$ cat src/pkg/ddrtx_pkg.sv
/*
 * Shared constants and types for the DDR transmit parallel capture port.
 * Assumes a single 100 MHz core clock; the link clocks are sampled as data.
 */
package ddrtx_pkg;

   // Bus and channel geometry.
   localparam int NUM_PAIRS = 4;
   localparam int NUM_CH = 8;
   localparam int BUS_W = 10;
   localparam int LANE_W = 5;
   localparam int DATA_W = 8;
   localparam int MUX_K_BIT = 8;
   localparam int LANE_K_BIT = 3;
   localparam int LANE_TOP_BIT = 4;

   // Path buffering and serial pacing.
   localparam int FIFO_DEPTH = 16;
   localparam int CLK_MHZ = 100;
   localparam int SERIAL_MHZ = 25;
   localparam int BIT_DIV = CLK_MHZ / SERIAL_MHZ;
   localparam int DIV_W = 4;
   localparam int CNT_W = 4;
   localparam logic [CNT_W-1:0] BITS_PER_WORD = 4'h0 + CNT_W'(BUS_W);
   localparam logic SERIAL_STATIC = 1'b0;

   // Reference clock range the other party must respect.
   localparam int REFERENCE_INPUT_CLOCK_MIN_MHZ = 100;
   localparam int REFERENCE_INPUT_CLOCK_MAX_MHZ = 130;

   // Register port map.
   localparam int REG_ADDR_W = 4;
   localparam logic [REG_ADDR_W-1:0] REG_CTRL = 4'h0;
   localparam logic [REG_ADDR_W-1:0] REG_STATUS = 4'h4;
   localparam logic [31:0] CTRL_RESET = 32'h0000_0000;
   localparam int STAT_OVR_LSB = 0;
   localparam int STAT_RDY_LSB = 4;

   typedef enum logic [0:0]
   {
      DDRTX_PH_LOW = 1'b0,
      DDRTX_PH_HIGH = 1'b1
   } ddrtx_phase_t;

   typedef struct packed
   {
      logic k;
      logic [BUS_W-1:0] word;
   } ddrtx_char_t;

   typedef struct packed
   {
      ddrtx_char_t late;
      ddrtx_char_t early;
   } ddrtx_pair_t;

   typedef struct packed
   {
      logic mux_mode;
      logic indep;
      logic encode;
      logic wrap;
   } ddrtx_mode_t;

endpackage

$ cat src/verilog/ddrtx_fifo.sv
/*
 * Synchronous FIFO with valid/ready on both sides.
 * Assumes one clock; DEPTH is a power of two.
 */
`timescale 1ns/10ps
module ddrtx_fifo #(
   parameter int WIDTH = 22,
   parameter int DEPTH = 16
)
(
   // Clock and reset.
   input wire logic clk_i,
   input wire logic rst_b_i,
   // Filling side.
   input wire logic in_valid_i,
   output logic in_ready_o,
   input wire logic [WIDTH-1:0] in_data_i,
   // Draining side.
   output logic out_valid_o,
   input wire logic out_ready_i,
   output logic [WIDTH-1:0] out_data_o
);
   localparam int AW = $clog2(DEPTH);

   logic [WIDTH-1:0] mem [DEPTH];
   logic [AW:0] wr_ptr;
   logic [AW:0] rd_ptr;
   wire do_push;
   wire do_pop;
   wire is_full;
   wire is_empty;

   assign is_empty = (wr_ptr == rd_ptr);
   assign is_full = (wr_ptr[AW] != rd_ptr[AW]) && (wr_ptr[AW-1:0] == rd_ptr[AW-1:0]);
   assign in_ready_o = ~is_full;
   assign out_valid_o = ~is_empty;
   assign do_push = in_valid_i & ~is_full;
   assign do_pop = out_ready_i & ~is_empty;
   assign out_data_o = mem[rd_ptr[AW-1:0]];

   always_ff @(posedge clk_i)
   begin
      if (do_push)
      begin
         mem[wr_ptr[AW-1:0]] <= in_data_i;
      end
   end

   always_ff @(posedge clk_i or negedge rst_b_i)
   begin
      if (!rst_b_i)
      begin
         wr_ptr <= '0;
         rd_ptr <= '0;
      end
      else
      begin
         wr_ptr <= wr_ptr + (AW+1)'(do_push);
         rd_ptr <= rd_ptr + (AW+1)'(do_pop);
      end
   end

endmodule

$ cat src/verilog/ddrtx_capture.sv
/*
 * Transmit parallel capture port: samples four DDR pair buses, assembles
 * channel words, buffers them and serialises each channel bit 0 first.
 * Assumes the link clocks and buses are asynchronous pins sampled by clk_i.
 */
// How it works
// - Each serial output is held static while the wrap pin or that channel's loopback bit is set.
// - In synchronized modes all four pair buses are taken on both edges of the shared clock.
// - In independent mode the shared clock takes only the A/B pair bus, on both edges.
// - In independent mode each other pair bus is taken on both edges of its own pair clock.
// - Each word goes out on the serial line with bit 0 first.
// - In multiplexed mode the falling edge carries the earlier channel and the rising the later.
// - In nibble mode the low half comes at the falling edge and the high half at the next rising.
// - In nibble mode the earlier channel uses bus bits 4 to 0 and the later bits 9 to 5.
// - In nibble mode with the encoder on, bus bit 3 is the earlier channel's K flag.
// - In multiplexed mode bit 8 is the ninth word bit without encoder and the K flag with it.
// - With the encoder on and bit 8 high, data bits 7 to 0 are sent on as a K character.
// - In nibble mode bit 8 is the later channel's bits 3 and 8, or its K flag with encoder on.
// - In multiplexed mode a transfer is 8 data bits for the encoder or a 10-bit coded word.
`timescale 1ns/10ps
module ddrtx_capture
(
   // Clock and reset.
   input wire logic clk_i,
   input wire logic rst_b_i,
   // Link clocks.
   input wire logic shared_tx_clock_i,
   input wire logic pair_cd_tx_clock_i,
   input wire logic pair_ef_tx_clock_i,
   input wire logic pair_gh_tx_clock_i,
   // Link data buses.
   input wire logic [ddrtx_pkg::BUS_W-1:0] pair_ab_tx_bus_i,
   input wire logic [ddrtx_pkg::BUS_W-1:0] pair_cd_tx_bus_i,
   input wire logic [ddrtx_pkg::BUS_W-1:0] pair_ef_tx_bus_i,
   input wire logic [ddrtx_pkg::BUS_W-1:0] pair_gh_tx_bus_i,
   // Mode pins.
   input wire logic mux_mode_i,
   input wire logic indep_mode_i,
   input wire logic encoder_select_i,
   input wire logic serial_wrap_select_pin_i,
   // Register port.
   input wire logic [ddrtx_pkg::REG_ADDR_W-1:0] reg_addr_i,
   input wire logic [31:0] reg_wdata_i,
   input wire logic reg_wr_i,
   input wire logic reg_rd_i,
   output logic [31:0] reg_rdata_o,
   // Serial, character and pair ready outputs.
   output logic [ddrtx_pkg::NUM_CH-1:0] tx_serial_o,
   output ddrtx_pkg::ddrtx_char_t [ddrtx_pkg::NUM_CH-1:0] tx_char_o,
   output logic [ddrtx_pkg::NUM_CH-1:0] tx_char_load_o,
   output logic [ddrtx_pkg::NUM_PAIRS-1:0] pair_ready_o
);
   import ddrtx_pkg::*;

   logic [NUM_PAIRS-1:0] lclk_s1;
   logic [NUM_PAIRS-1:0] lclk_s2;
   logic [NUM_PAIRS-1:0][BUS_W-1:0] bus_s1;
   logic [NUM_PAIRS-1:0][BUS_W-1:0] bus_s2;
   ddrtx_mode_t mode_s1;
   ddrtx_mode_t mode;
   logic [NUM_CH-1:0] loop_bits;
   logic [NUM_PAIRS-1:0] overrun;
   logic [NUM_PAIRS-1:0] overrun_set;
   logic [DIV_W-1:0] div_cnt;
   logic bit_en;
   logic [31:0] next_rdata;
   wire [NUM_PAIRS-1:0] raw_clk;
   wire [NUM_PAIRS-1:0][BUS_W-1:0] raw_bus;
   wire ddrtx_mode_t raw_mode;
   wire wr_ctrl;
   wire wr_status;
   wire div_wrap;

   // Forms one channel character from its raw bits.
   function automatic ddrtx_char_t form_char(input logic enc, input logic k,
                                             input logic [DATA_W-1:0] data,
                                             input logic [BUS_W-1:0] raw);
      ddrtx_char_t c;
      c.k = enc & k;
      c.word = enc ? {1'b0, k, data} : raw;
      return c;
   endfunction

   // Packs the four data bits of a lane half, leaving out the K position.
   function automatic logic [DATA_W/2-1:0] lane_data(input logic [LANE_W-1:0] lane);
      return {lane[LANE_TOP_BIT], lane[LANE_K_BIT-1:0]};
   endfunction

   // Builds a channel from its two lane halves in nibble mode.
   function automatic ddrtx_char_t nibble_char(input logic enc, input logic [LANE_W-1:0] lo,
                                               input logic [LANE_W-1:0] hi);
      return form_char(enc, hi[LANE_K_BIT], {lane_data(hi), lane_data(lo)}, {hi, lo});
   endfunction

   // Joins the falling and rising bus samples into one pair record.
   function automatic ddrtx_pair_t build_pair(input ddrtx_mode_t m,
                                              input logic [BUS_W-1:0] fall_bus,
                                              input logic [BUS_W-1:0] rise_bus);
      ddrtx_pair_t r;
      if (m.mux_mode)
      begin
         r.early = form_char(m.encode, fall_bus[MUX_K_BIT], fall_bus[DATA_W-1:0],
                             fall_bus);
         r.late = form_char(m.encode, rise_bus[MUX_K_BIT], rise_bus[DATA_W-1:0],
                            rise_bus);
      end
      else
      begin
         r.early = nibble_char(m.encode, fall_bus[LANE_W-1:0], rise_bus[LANE_W-1:0]);
         r.late = nibble_char(m.encode, fall_bus[BUS_W-1:LANE_W],
                              rise_bus[BUS_W-1:LANE_W]);
      end
      return r;
   endfunction

   assign raw_clk = {pair_gh_tx_clock_i, pair_ef_tx_clock_i, pair_cd_tx_clock_i,
                     shared_tx_clock_i};
   assign raw_bus = {pair_gh_tx_bus_i, pair_ef_tx_bus_i, pair_cd_tx_bus_i, pair_ab_tx_bus_i};
   assign raw_mode = '{mux_mode: mux_mode_i, indep: indep_mode_i,
                       encode: encoder_select_i, wrap: serial_wrap_select_pin_i};

   // Two-stage synchronisers for every link clock, link bus and mode pin.
   always_ff @(posedge clk_i or negedge rst_b_i)
   begin
      if (!rst_b_i)
      begin
         lclk_s1 <= '1;
         lclk_s2 <= '1;
         bus_s1 <= '0;
         bus_s2 <= '0;
         mode_s1 <= '0;
         mode <= '0;
      end
      else
      begin
         lclk_s1 <= raw_clk;
         lclk_s2 <= lclk_s1;
         bus_s1 <= raw_bus;
         bus_s2 <= bus_s1;
         mode_s1 <= raw_mode;
         mode <= mode_s1;
      end
   end

   // Serial bit rate enable.
   assign div_wrap = (div_cnt == DIV_W'(BIT_DIV - 1));

   always_ff @(posedge clk_i or negedge rst_b_i)
   begin
      if (!rst_b_i)
      begin
         div_cnt <= '0;
         bit_en <= 1'b0;
      end
      else
      begin
         div_cnt <= div_wrap ? '0 : div_cnt + DIV_W'(1);
         bit_en <= div_wrap;
      end
   end

   for (genvar p = 0; p < NUM_PAIRS; p++)
   begin : g_pair
      logic sel_clk;
      logic clk_prev;
      logic rise;
      logic fall;
      logic take;
      ddrtx_phase_t phase;
      ddrtx_phase_t next_phase;
      logic [BUS_W-1:0] fall_bus;
      ddrtx_pair_t rec;
      ddrtx_pair_t push_rec;
      logic push;
      logic in_ready;
      ddrtx_pair_t fifo_out;
      logic fifo_valid;
      logic load;
      logic [BUS_W-1:0] sh_e;
      logic [BUS_W-1:0] sh_l;
      logic [CNT_W-1:0] bits_left;
      logic busy;
      logic ser_e;
      logic ser_l;
      logic next_ser_e;
      logic next_ser_l;
      ddrtx_char_t char_e;
      ddrtx_char_t char_l;
      logic load_q;

      assign sel_clk = (mode.indep && p != 0) ? lclk_s2[p] : lclk_s2[0];
      assign rise = sel_clk & ~clk_prev;
      assign fall = ~sel_clk & clk_prev;
      assign take = rise && (phase == DDRTX_PH_HIGH);
      assign next_phase = fall ? DDRTX_PH_HIGH : (rise ? DDRTX_PH_LOW : phase);
      assign rec = build_pair(mode, fall_bus, bus_s2[p]);

      always_ff @(posedge clk_i or negedge rst_b_i)
      begin
         if (!rst_b_i)
         begin
            clk_prev <= 1'b1;
            phase <= DDRTX_PH_LOW;
            fall_bus <= '0;
            push <= 1'b0;
            push_rec <= '0;
         end
         else
         begin
            clk_prev <= sel_clk;
            phase <= next_phase;
            fall_bus <= fall ? bus_s2[p] : fall_bus;
            push <= take;
            push_rec <= take ? rec : push_rec;
         end
      end

      ddrtx_fifo #(
         .WIDTH($bits(ddrtx_pair_t)),
         .DEPTH(FIFO_DEPTH)
      ) u_fifo (
         .clk_i(clk_i),
         .rst_b_i(rst_b_i),
         .in_valid_i(push),
         .in_ready_o(in_ready),
         .in_data_i(push_rec),
         .out_valid_o(fifo_valid),
         .out_ready_i(~busy),
         .out_data_o(fifo_out)
      );

      assign load = ~busy & fifo_valid;
      assign overrun_set[p] = push & ~in_ready;
      assign pair_ready_o[p] = in_ready;
      assign next_ser_e = (mode.wrap | loop_bits[2*p] | ~busy) ? SERIAL_STATIC : sh_e[0];
      assign next_ser_l = (mode.wrap | loop_bits[2*p+1] | ~busy) ? SERIAL_STATIC
                                                                  : sh_l[0];

      always_ff @(posedge clk_i or negedge rst_b_i)
      begin
         if (!rst_b_i)
         begin
            sh_e <= '0;
            sh_l <= '0;
            bits_left <= '0;
            busy <= 1'b0;
         end
         else if (load)
         begin
            sh_e <= fifo_out.early.word;
            sh_l <= fifo_out.late.word;
            bits_left <= BITS_PER_WORD;
            busy <= 1'b1;
         end
         else if (bit_en && busy)
         begin
            sh_e <= sh_e >> 1;
            sh_l <= sh_l >> 1;
            bits_left <= bits_left - CNT_W'(1);
            busy <= (bits_left != CNT_W'(1));
         end
      end

      always_ff @(posedge clk_i or negedge rst_b_i)
      begin
         if (!rst_b_i)
         begin
            ser_e <= SERIAL_STATIC;
            ser_l <= SERIAL_STATIC;
            char_e <= '0;
            char_l <= '0;
            load_q <= 1'b0;
         end
         else
         begin
            ser_e <= (bit_en | mode.wrap | loop_bits[2*p]) ? next_ser_e : ser_e;
            ser_l <= (bit_en | mode.wrap | loop_bits[2*p+1]) ? next_ser_l : ser_l;
            char_e <= load ? fifo_out.early : char_e;
            char_l <= load ? fifo_out.late : char_l;
            load_q <= load;
         end
      end

      assign tx_serial_o[2*p] = ser_e;
      assign tx_serial_o[2*p+1] = ser_l;
      assign tx_char_o[2*p] = char_e;
      assign tx_char_o[2*p+1] = char_l;
      assign tx_char_load_o[2*p] = load_q;
      assign tx_char_load_o[2*p+1] = load_q;
   end

   // Register port: loopback control and sticky overrun status.
   assign wr_ctrl = reg_wr_i && (reg_addr_i == REG_CTRL);
   assign wr_status = reg_wr_i && (reg_addr_i == REG_STATUS);

   always_comb
   begin
      next_rdata = '0;
      if (reg_rd_i && reg_addr_i == REG_CTRL)
      begin
         next_rdata[NUM_CH-1:0] = loop_bits;
      end
      else if (reg_rd_i && reg_addr_i == REG_STATUS)
      begin
         next_rdata[STAT_OVR_LSB +: NUM_PAIRS] = overrun;
         next_rdata[STAT_RDY_LSB +: NUM_PAIRS] = pair_ready_o;
      end
   end

   always_ff @(posedge clk_i or negedge rst_b_i)
   begin
      if (!rst_b_i)
      begin
         loop_bits <= CTRL_RESET[NUM_CH-1:0];
         overrun <= '0;
         reg_rdata_o <= '0;
      end
      else
      begin
         loop_bits <= wr_ctrl ? reg_wdata_i[NUM_CH-1:0] : loop_bits;
         overrun <= (overrun & ~(wr_status ? reg_wdata_i[STAT_OVR_LSB +: NUM_PAIRS] : '0))
                    | overrun_set;
         reg_rdata_o <= next_rdata;
      end
   end

endmodule

$ cat config.mk
export PLATFORM = sky130hd
export DESIGN_NAME = ddrtx_capture
export DESIGN_NICKNAME = d
export VERILOG_FILES = /design/src/pkg/ddrtx_pkg.sv /design/src/verilog/ddrtx_fifo.sv /design/src/verilog/ddrtx_capture.sv
export SDC_FILE = /design/constraint.sdc
export NUM_CORES = 2
export LEC_CHECK = 0
export BUFFER_PORTS_ARGS = -buffer_cell sky130_fd_sc_hd__buf_4
export CAP_MARGIN = 10
export CORE_ASPECT_RATIO = 0.75
export CORE_MARGIN = 3
export CORE_UTILIZATION = 60
export DETAILED_ROUTE_END_ITERATION = 8
export GPL_TIMING_DRIVEN = 1
export PLACE_DENSITY = 0.77
export SYNTH_ARGS = -nofsm -noshare
export SYNTH_HDL_FRONTEND = slang
export SYNTH_HIERARCHICAL = 1
export SYNTH_SLANG_ARGS = --single-unit
$ cat constraint.sdc
create_clock -name clk_i -period 6.2 [get_ports clk_i]
set_clock_uncertainty 0.2 [all_clocks]
set_input_delay 0.62 -clock clk_i [delete_from_list [all_inputs] [get_ports clk_i]]
set_output_delay 0.62 -clock clk_i [all_outputs]
set_load 0.1 [all_outputs]
==> results.json <==
{
  "status": "complete, no violations",
  "ys_seq_area_frac": 0.7394,
  "cts-resized-gates": 0,
  "wirelength_um": 165100,
  "yosysTopAreaCellShare": 0.5701,
  "h-tree-depth": 4,
  "synth.most_common_cell": "edfxtp_1",
  "nFillCells": 7707,
  "grt.overflow.total": 0,
  "fmax_mhz": 236.5,
  "grt_pass1_wl_um": 247500,
  "path_cells": "xor2_1 > nor4_2 > buf_4 > nand2_1 > buf_4",
  "vias": 38270,
  "slew_headroom": 0.1862,
  "ant_nets": 0,
  "maxCapViolations": 0,
  "wl_met3_um": 16680,
  "slew_violations": 0,
  "cts_root_buf": "clkbuf_16",
  "area_growth_pct": 12.58,
  "dr.max_layer_used": "met4",
  "cp_slowest_cell": "dfrtp_4",
  "power_leakage_nw": 30.10,
  "post_cts_buffers": 0,
  "fin_crit_sh": 0.6821,
  "multi_input_area_mm2": 0.01800,
  "post-dp-hpwl_um": 95070,
  "worstPathArrival_ns": 3.41,
  "syn_area_mm2": 0.07416,
  "num_rows": 111,
  "final_nets": 4439,
  "gp_congestion": 0.7682,
  "clock_latency_ns": 0.80,
  "die_area_mm2": 0.1279,
  "initial_utilization": 0.6054,
  "numCtsBuffers": 171,
  "synth.largest_area_cell": "edfxtp_1",
  "hold_viol_final": 0,
  "tritoncts": "done",
  "path_max_fanout": 41,
  "cp-end-kind": "primary output",
  "clkSinkCount": 1909,
  "async_flop_share": 0.2624,
  "power_density_mw_per_mm2": 464.4,
  "setup_tns_ns": 0,
  "core_area_mm2": 0.1225,
  "cp.required_ns": 5.38,
  "synth_common_cells": "1408 x edfxtp_1, 489 x dfrtp_1, 376 x nand2_1, 332 x mux2i_1, 274 x mux4_2",
  "antenna_found_initial": 2,
  "synth_cells": 4036,
  "vdd_ir_drop_max_uv": 561.2,
  "synthFlopType": "edfxtp_1",
  "seq_area_mm2": 0.05487,
  "io_buffers": 179,
  "num_io_pins": 228,
  "clockBufferDepth": 3,
  "drtIter0Drc": 4464,
  "vias_per_cell": 6.268,
  "critPathMostFrequentCell": "buf_4",
  "rsz0062_at_grt": "no",
  "crit_family": "flip-flops",
  "ys_types": 58,
  "grt_max_degree": 134,
  "critPathBufInv": 2,
  "grt_usage": 0.2627,
  "utilization": 0.6816,
  "grt_pass1_vias": 38170,
  "fp.dieW_um": 412.0,
  "ys_ff_latch": 1909,
  "yosys-top-cells-area": "edfxtp_1 57%, dfrtp_1 17%, mux4_2 8.3%",
  "wl_met1_um": 67520,
  "detail_route.wl_per_cell_um": 27.04,
  "drc": 0,
  "layout-drive-gt1-share": 0.2408,
  "crit_path_start_kind": "flip-flop",
  "die_y_um": 310.5,
  "worstMarginPinSlew_ns": 1.221,
  "dr_wl_met2_um": 77100,
  "setup_viol": 0,
  "critical-path-max-stage-delay_ns": 0.83,
  "timing.final.ws_setup_ns": 1.971,
  "hp-class": "flip-flop to flip-flop",
  "firstDrtPassIters": 5,
  "period_needed_ns": 4.229,
  "synth_edf_count": 1408,
  "worstSetupPathType": "flip-flop to primary output",
  "syn_avg_cell_area_um2": 18.37,
  "synth_warnings": 6,
  "preCtsSetupSlack_ns": 2.307,
  "clk_pin_slew_ns": 0.06
}
report_power, final:
group          internal [W]  switching [W]
registers            0.0160        0.00227
logic               0.00372        0.00642
clock network       0.00584        0.00449
area by class of cell:
class / instances / area share
antenna: 3 / 0.00008992
clock buffer: 257 / 0.05908
sequential: 1909 / 0.6572
timing repair buffer: 364 / 0.03495
inverter: 42 / 0.001918
multi-input combinational: 1830 / 0.2156
clock inverter: 63 / 0.006594
tap: 1638 / 0.02455
path summary, 6_finish.rpt:
check,slack [ns],endpoint,cells after the start,from
setup / recovery,1.97,pair_ready_o[1],5,g_pair[1].u_fifo/rd_ptr[1]$_DFF_PN0_
hold / removal,0.14,bus_s2[6]$_DFF_PN0_,0,bus_s1[6]$_DFF_PN0_
setup reg to reg,2.34,g_pair[2].u_fifo/mem[13][15]$_DFFE_PP_,5,g_pair[2].u_fifo/rd_ptr[0]$_DFF_PN0_
hold reg to reg,0.14,bus_s2[6]$_DFF_PN0_,0,bus_s1[6]$_DFF_PN0_
max in group asynchronous,4.05,g_pair[3].u_fifo/rd_ptr[1]$_DFF_PN0_,3,rst_b_i
min in group asynchronous,0.16,g_pair[0].sh_l[8]$_DFFE_PN0P_,2,rst_b_i
routing by layer:
| layer | vias to the layer above | global-route usage |
|---|---|---|
| li1 | 16310 | - |
| met1 | 19910 | 0.3912 |
| met2 | 1770 | 0.3971 |
| met3 | 283 | 0.05841 |
| met4 | 0 | 0.07898 |
| met5 | - | 0 |
state kept, by name (all words and copies together), names as in the netlist, 8 cells and up:
register / cells
g_pair.u_fifo/mem: 1408
bus_s1: 40
loop_bits: 8
g_pair.fall_bus: 40
g_pair.push_rec: 88
g_pair.bits_left: 16
bus_s2: 40
g_pair.sh_e: 40
g_pair.u_fifo/rd_ptr: 20
g_pair.sh_l: 40
tx_char_o: 88
reg_rdata_o: 8
g_pair.u_fifo/wr_ptr: 20
worst reg2reg max path: cells and delay by family (launching register included):
family	cells	cell delay, ns
compound gates	1	0.51
flops	1	0.99
buf+inv	1	0.45
xor+xnor	1	0.26
simple gates	2	1.12
cells by family after synthesis:
group,after synthesis,share of synthesized area
AO/OA/AOI/OAI,453,0.04130
XOR/XNOR,48,0.005669
adder cells (fa/ha/maj),33,0.005568
buffers and inverters,320,0.02549
flip-flops,1909,0.7394
multiplexers,730,0.1494
other,1,0.00005057
AND/OR/NAND/NOR,542,0.03312
placed cells by master, fill, tap and decap left out, drive strengths merged, types with 11 or more instances in the layout:
cell type / n
a2111oi: 12
a22o: 17
a22oi: 111
a32oi: 68
and2: 11
buf: 303
clkbuf: 257
clkinv: 45
conb: 24
dfrtp: 489
dfstp: 12
dlygate4sd3: 61
edfxtp: 1408
ha: 33
inv: 49
mux2: 111
mux2i: 333
mux4: 286
nand2: 377
nand2b: 21
nand3: 27
nor2: 14
nor2b: 14
nor3: 34
nor4: 27
o21ai: 215
xnor2: 17
xor2: 31
metrics by stage:
step	total power, W	cell area [um^2]	instances	hold slack [ns]
floorplan	0.02554	74250	4059	0.1244
global placement	0.02829	77380	5721	0.1342
detailed placement	0.02862	77380	5721	0.1347
CTS	0.03900	83470	6102	0.07687
global route	0.04042	83480	6103	0.1387
finish	0.03877	83490	6106	0.1422
what timing repair did:
action,4_1_cts,5_1_grt
endpoints found under the setup margin,0,0
hold buffers,61,0
endpoints found under the hold margin,118,0
(Power assumes the default switching activity.)
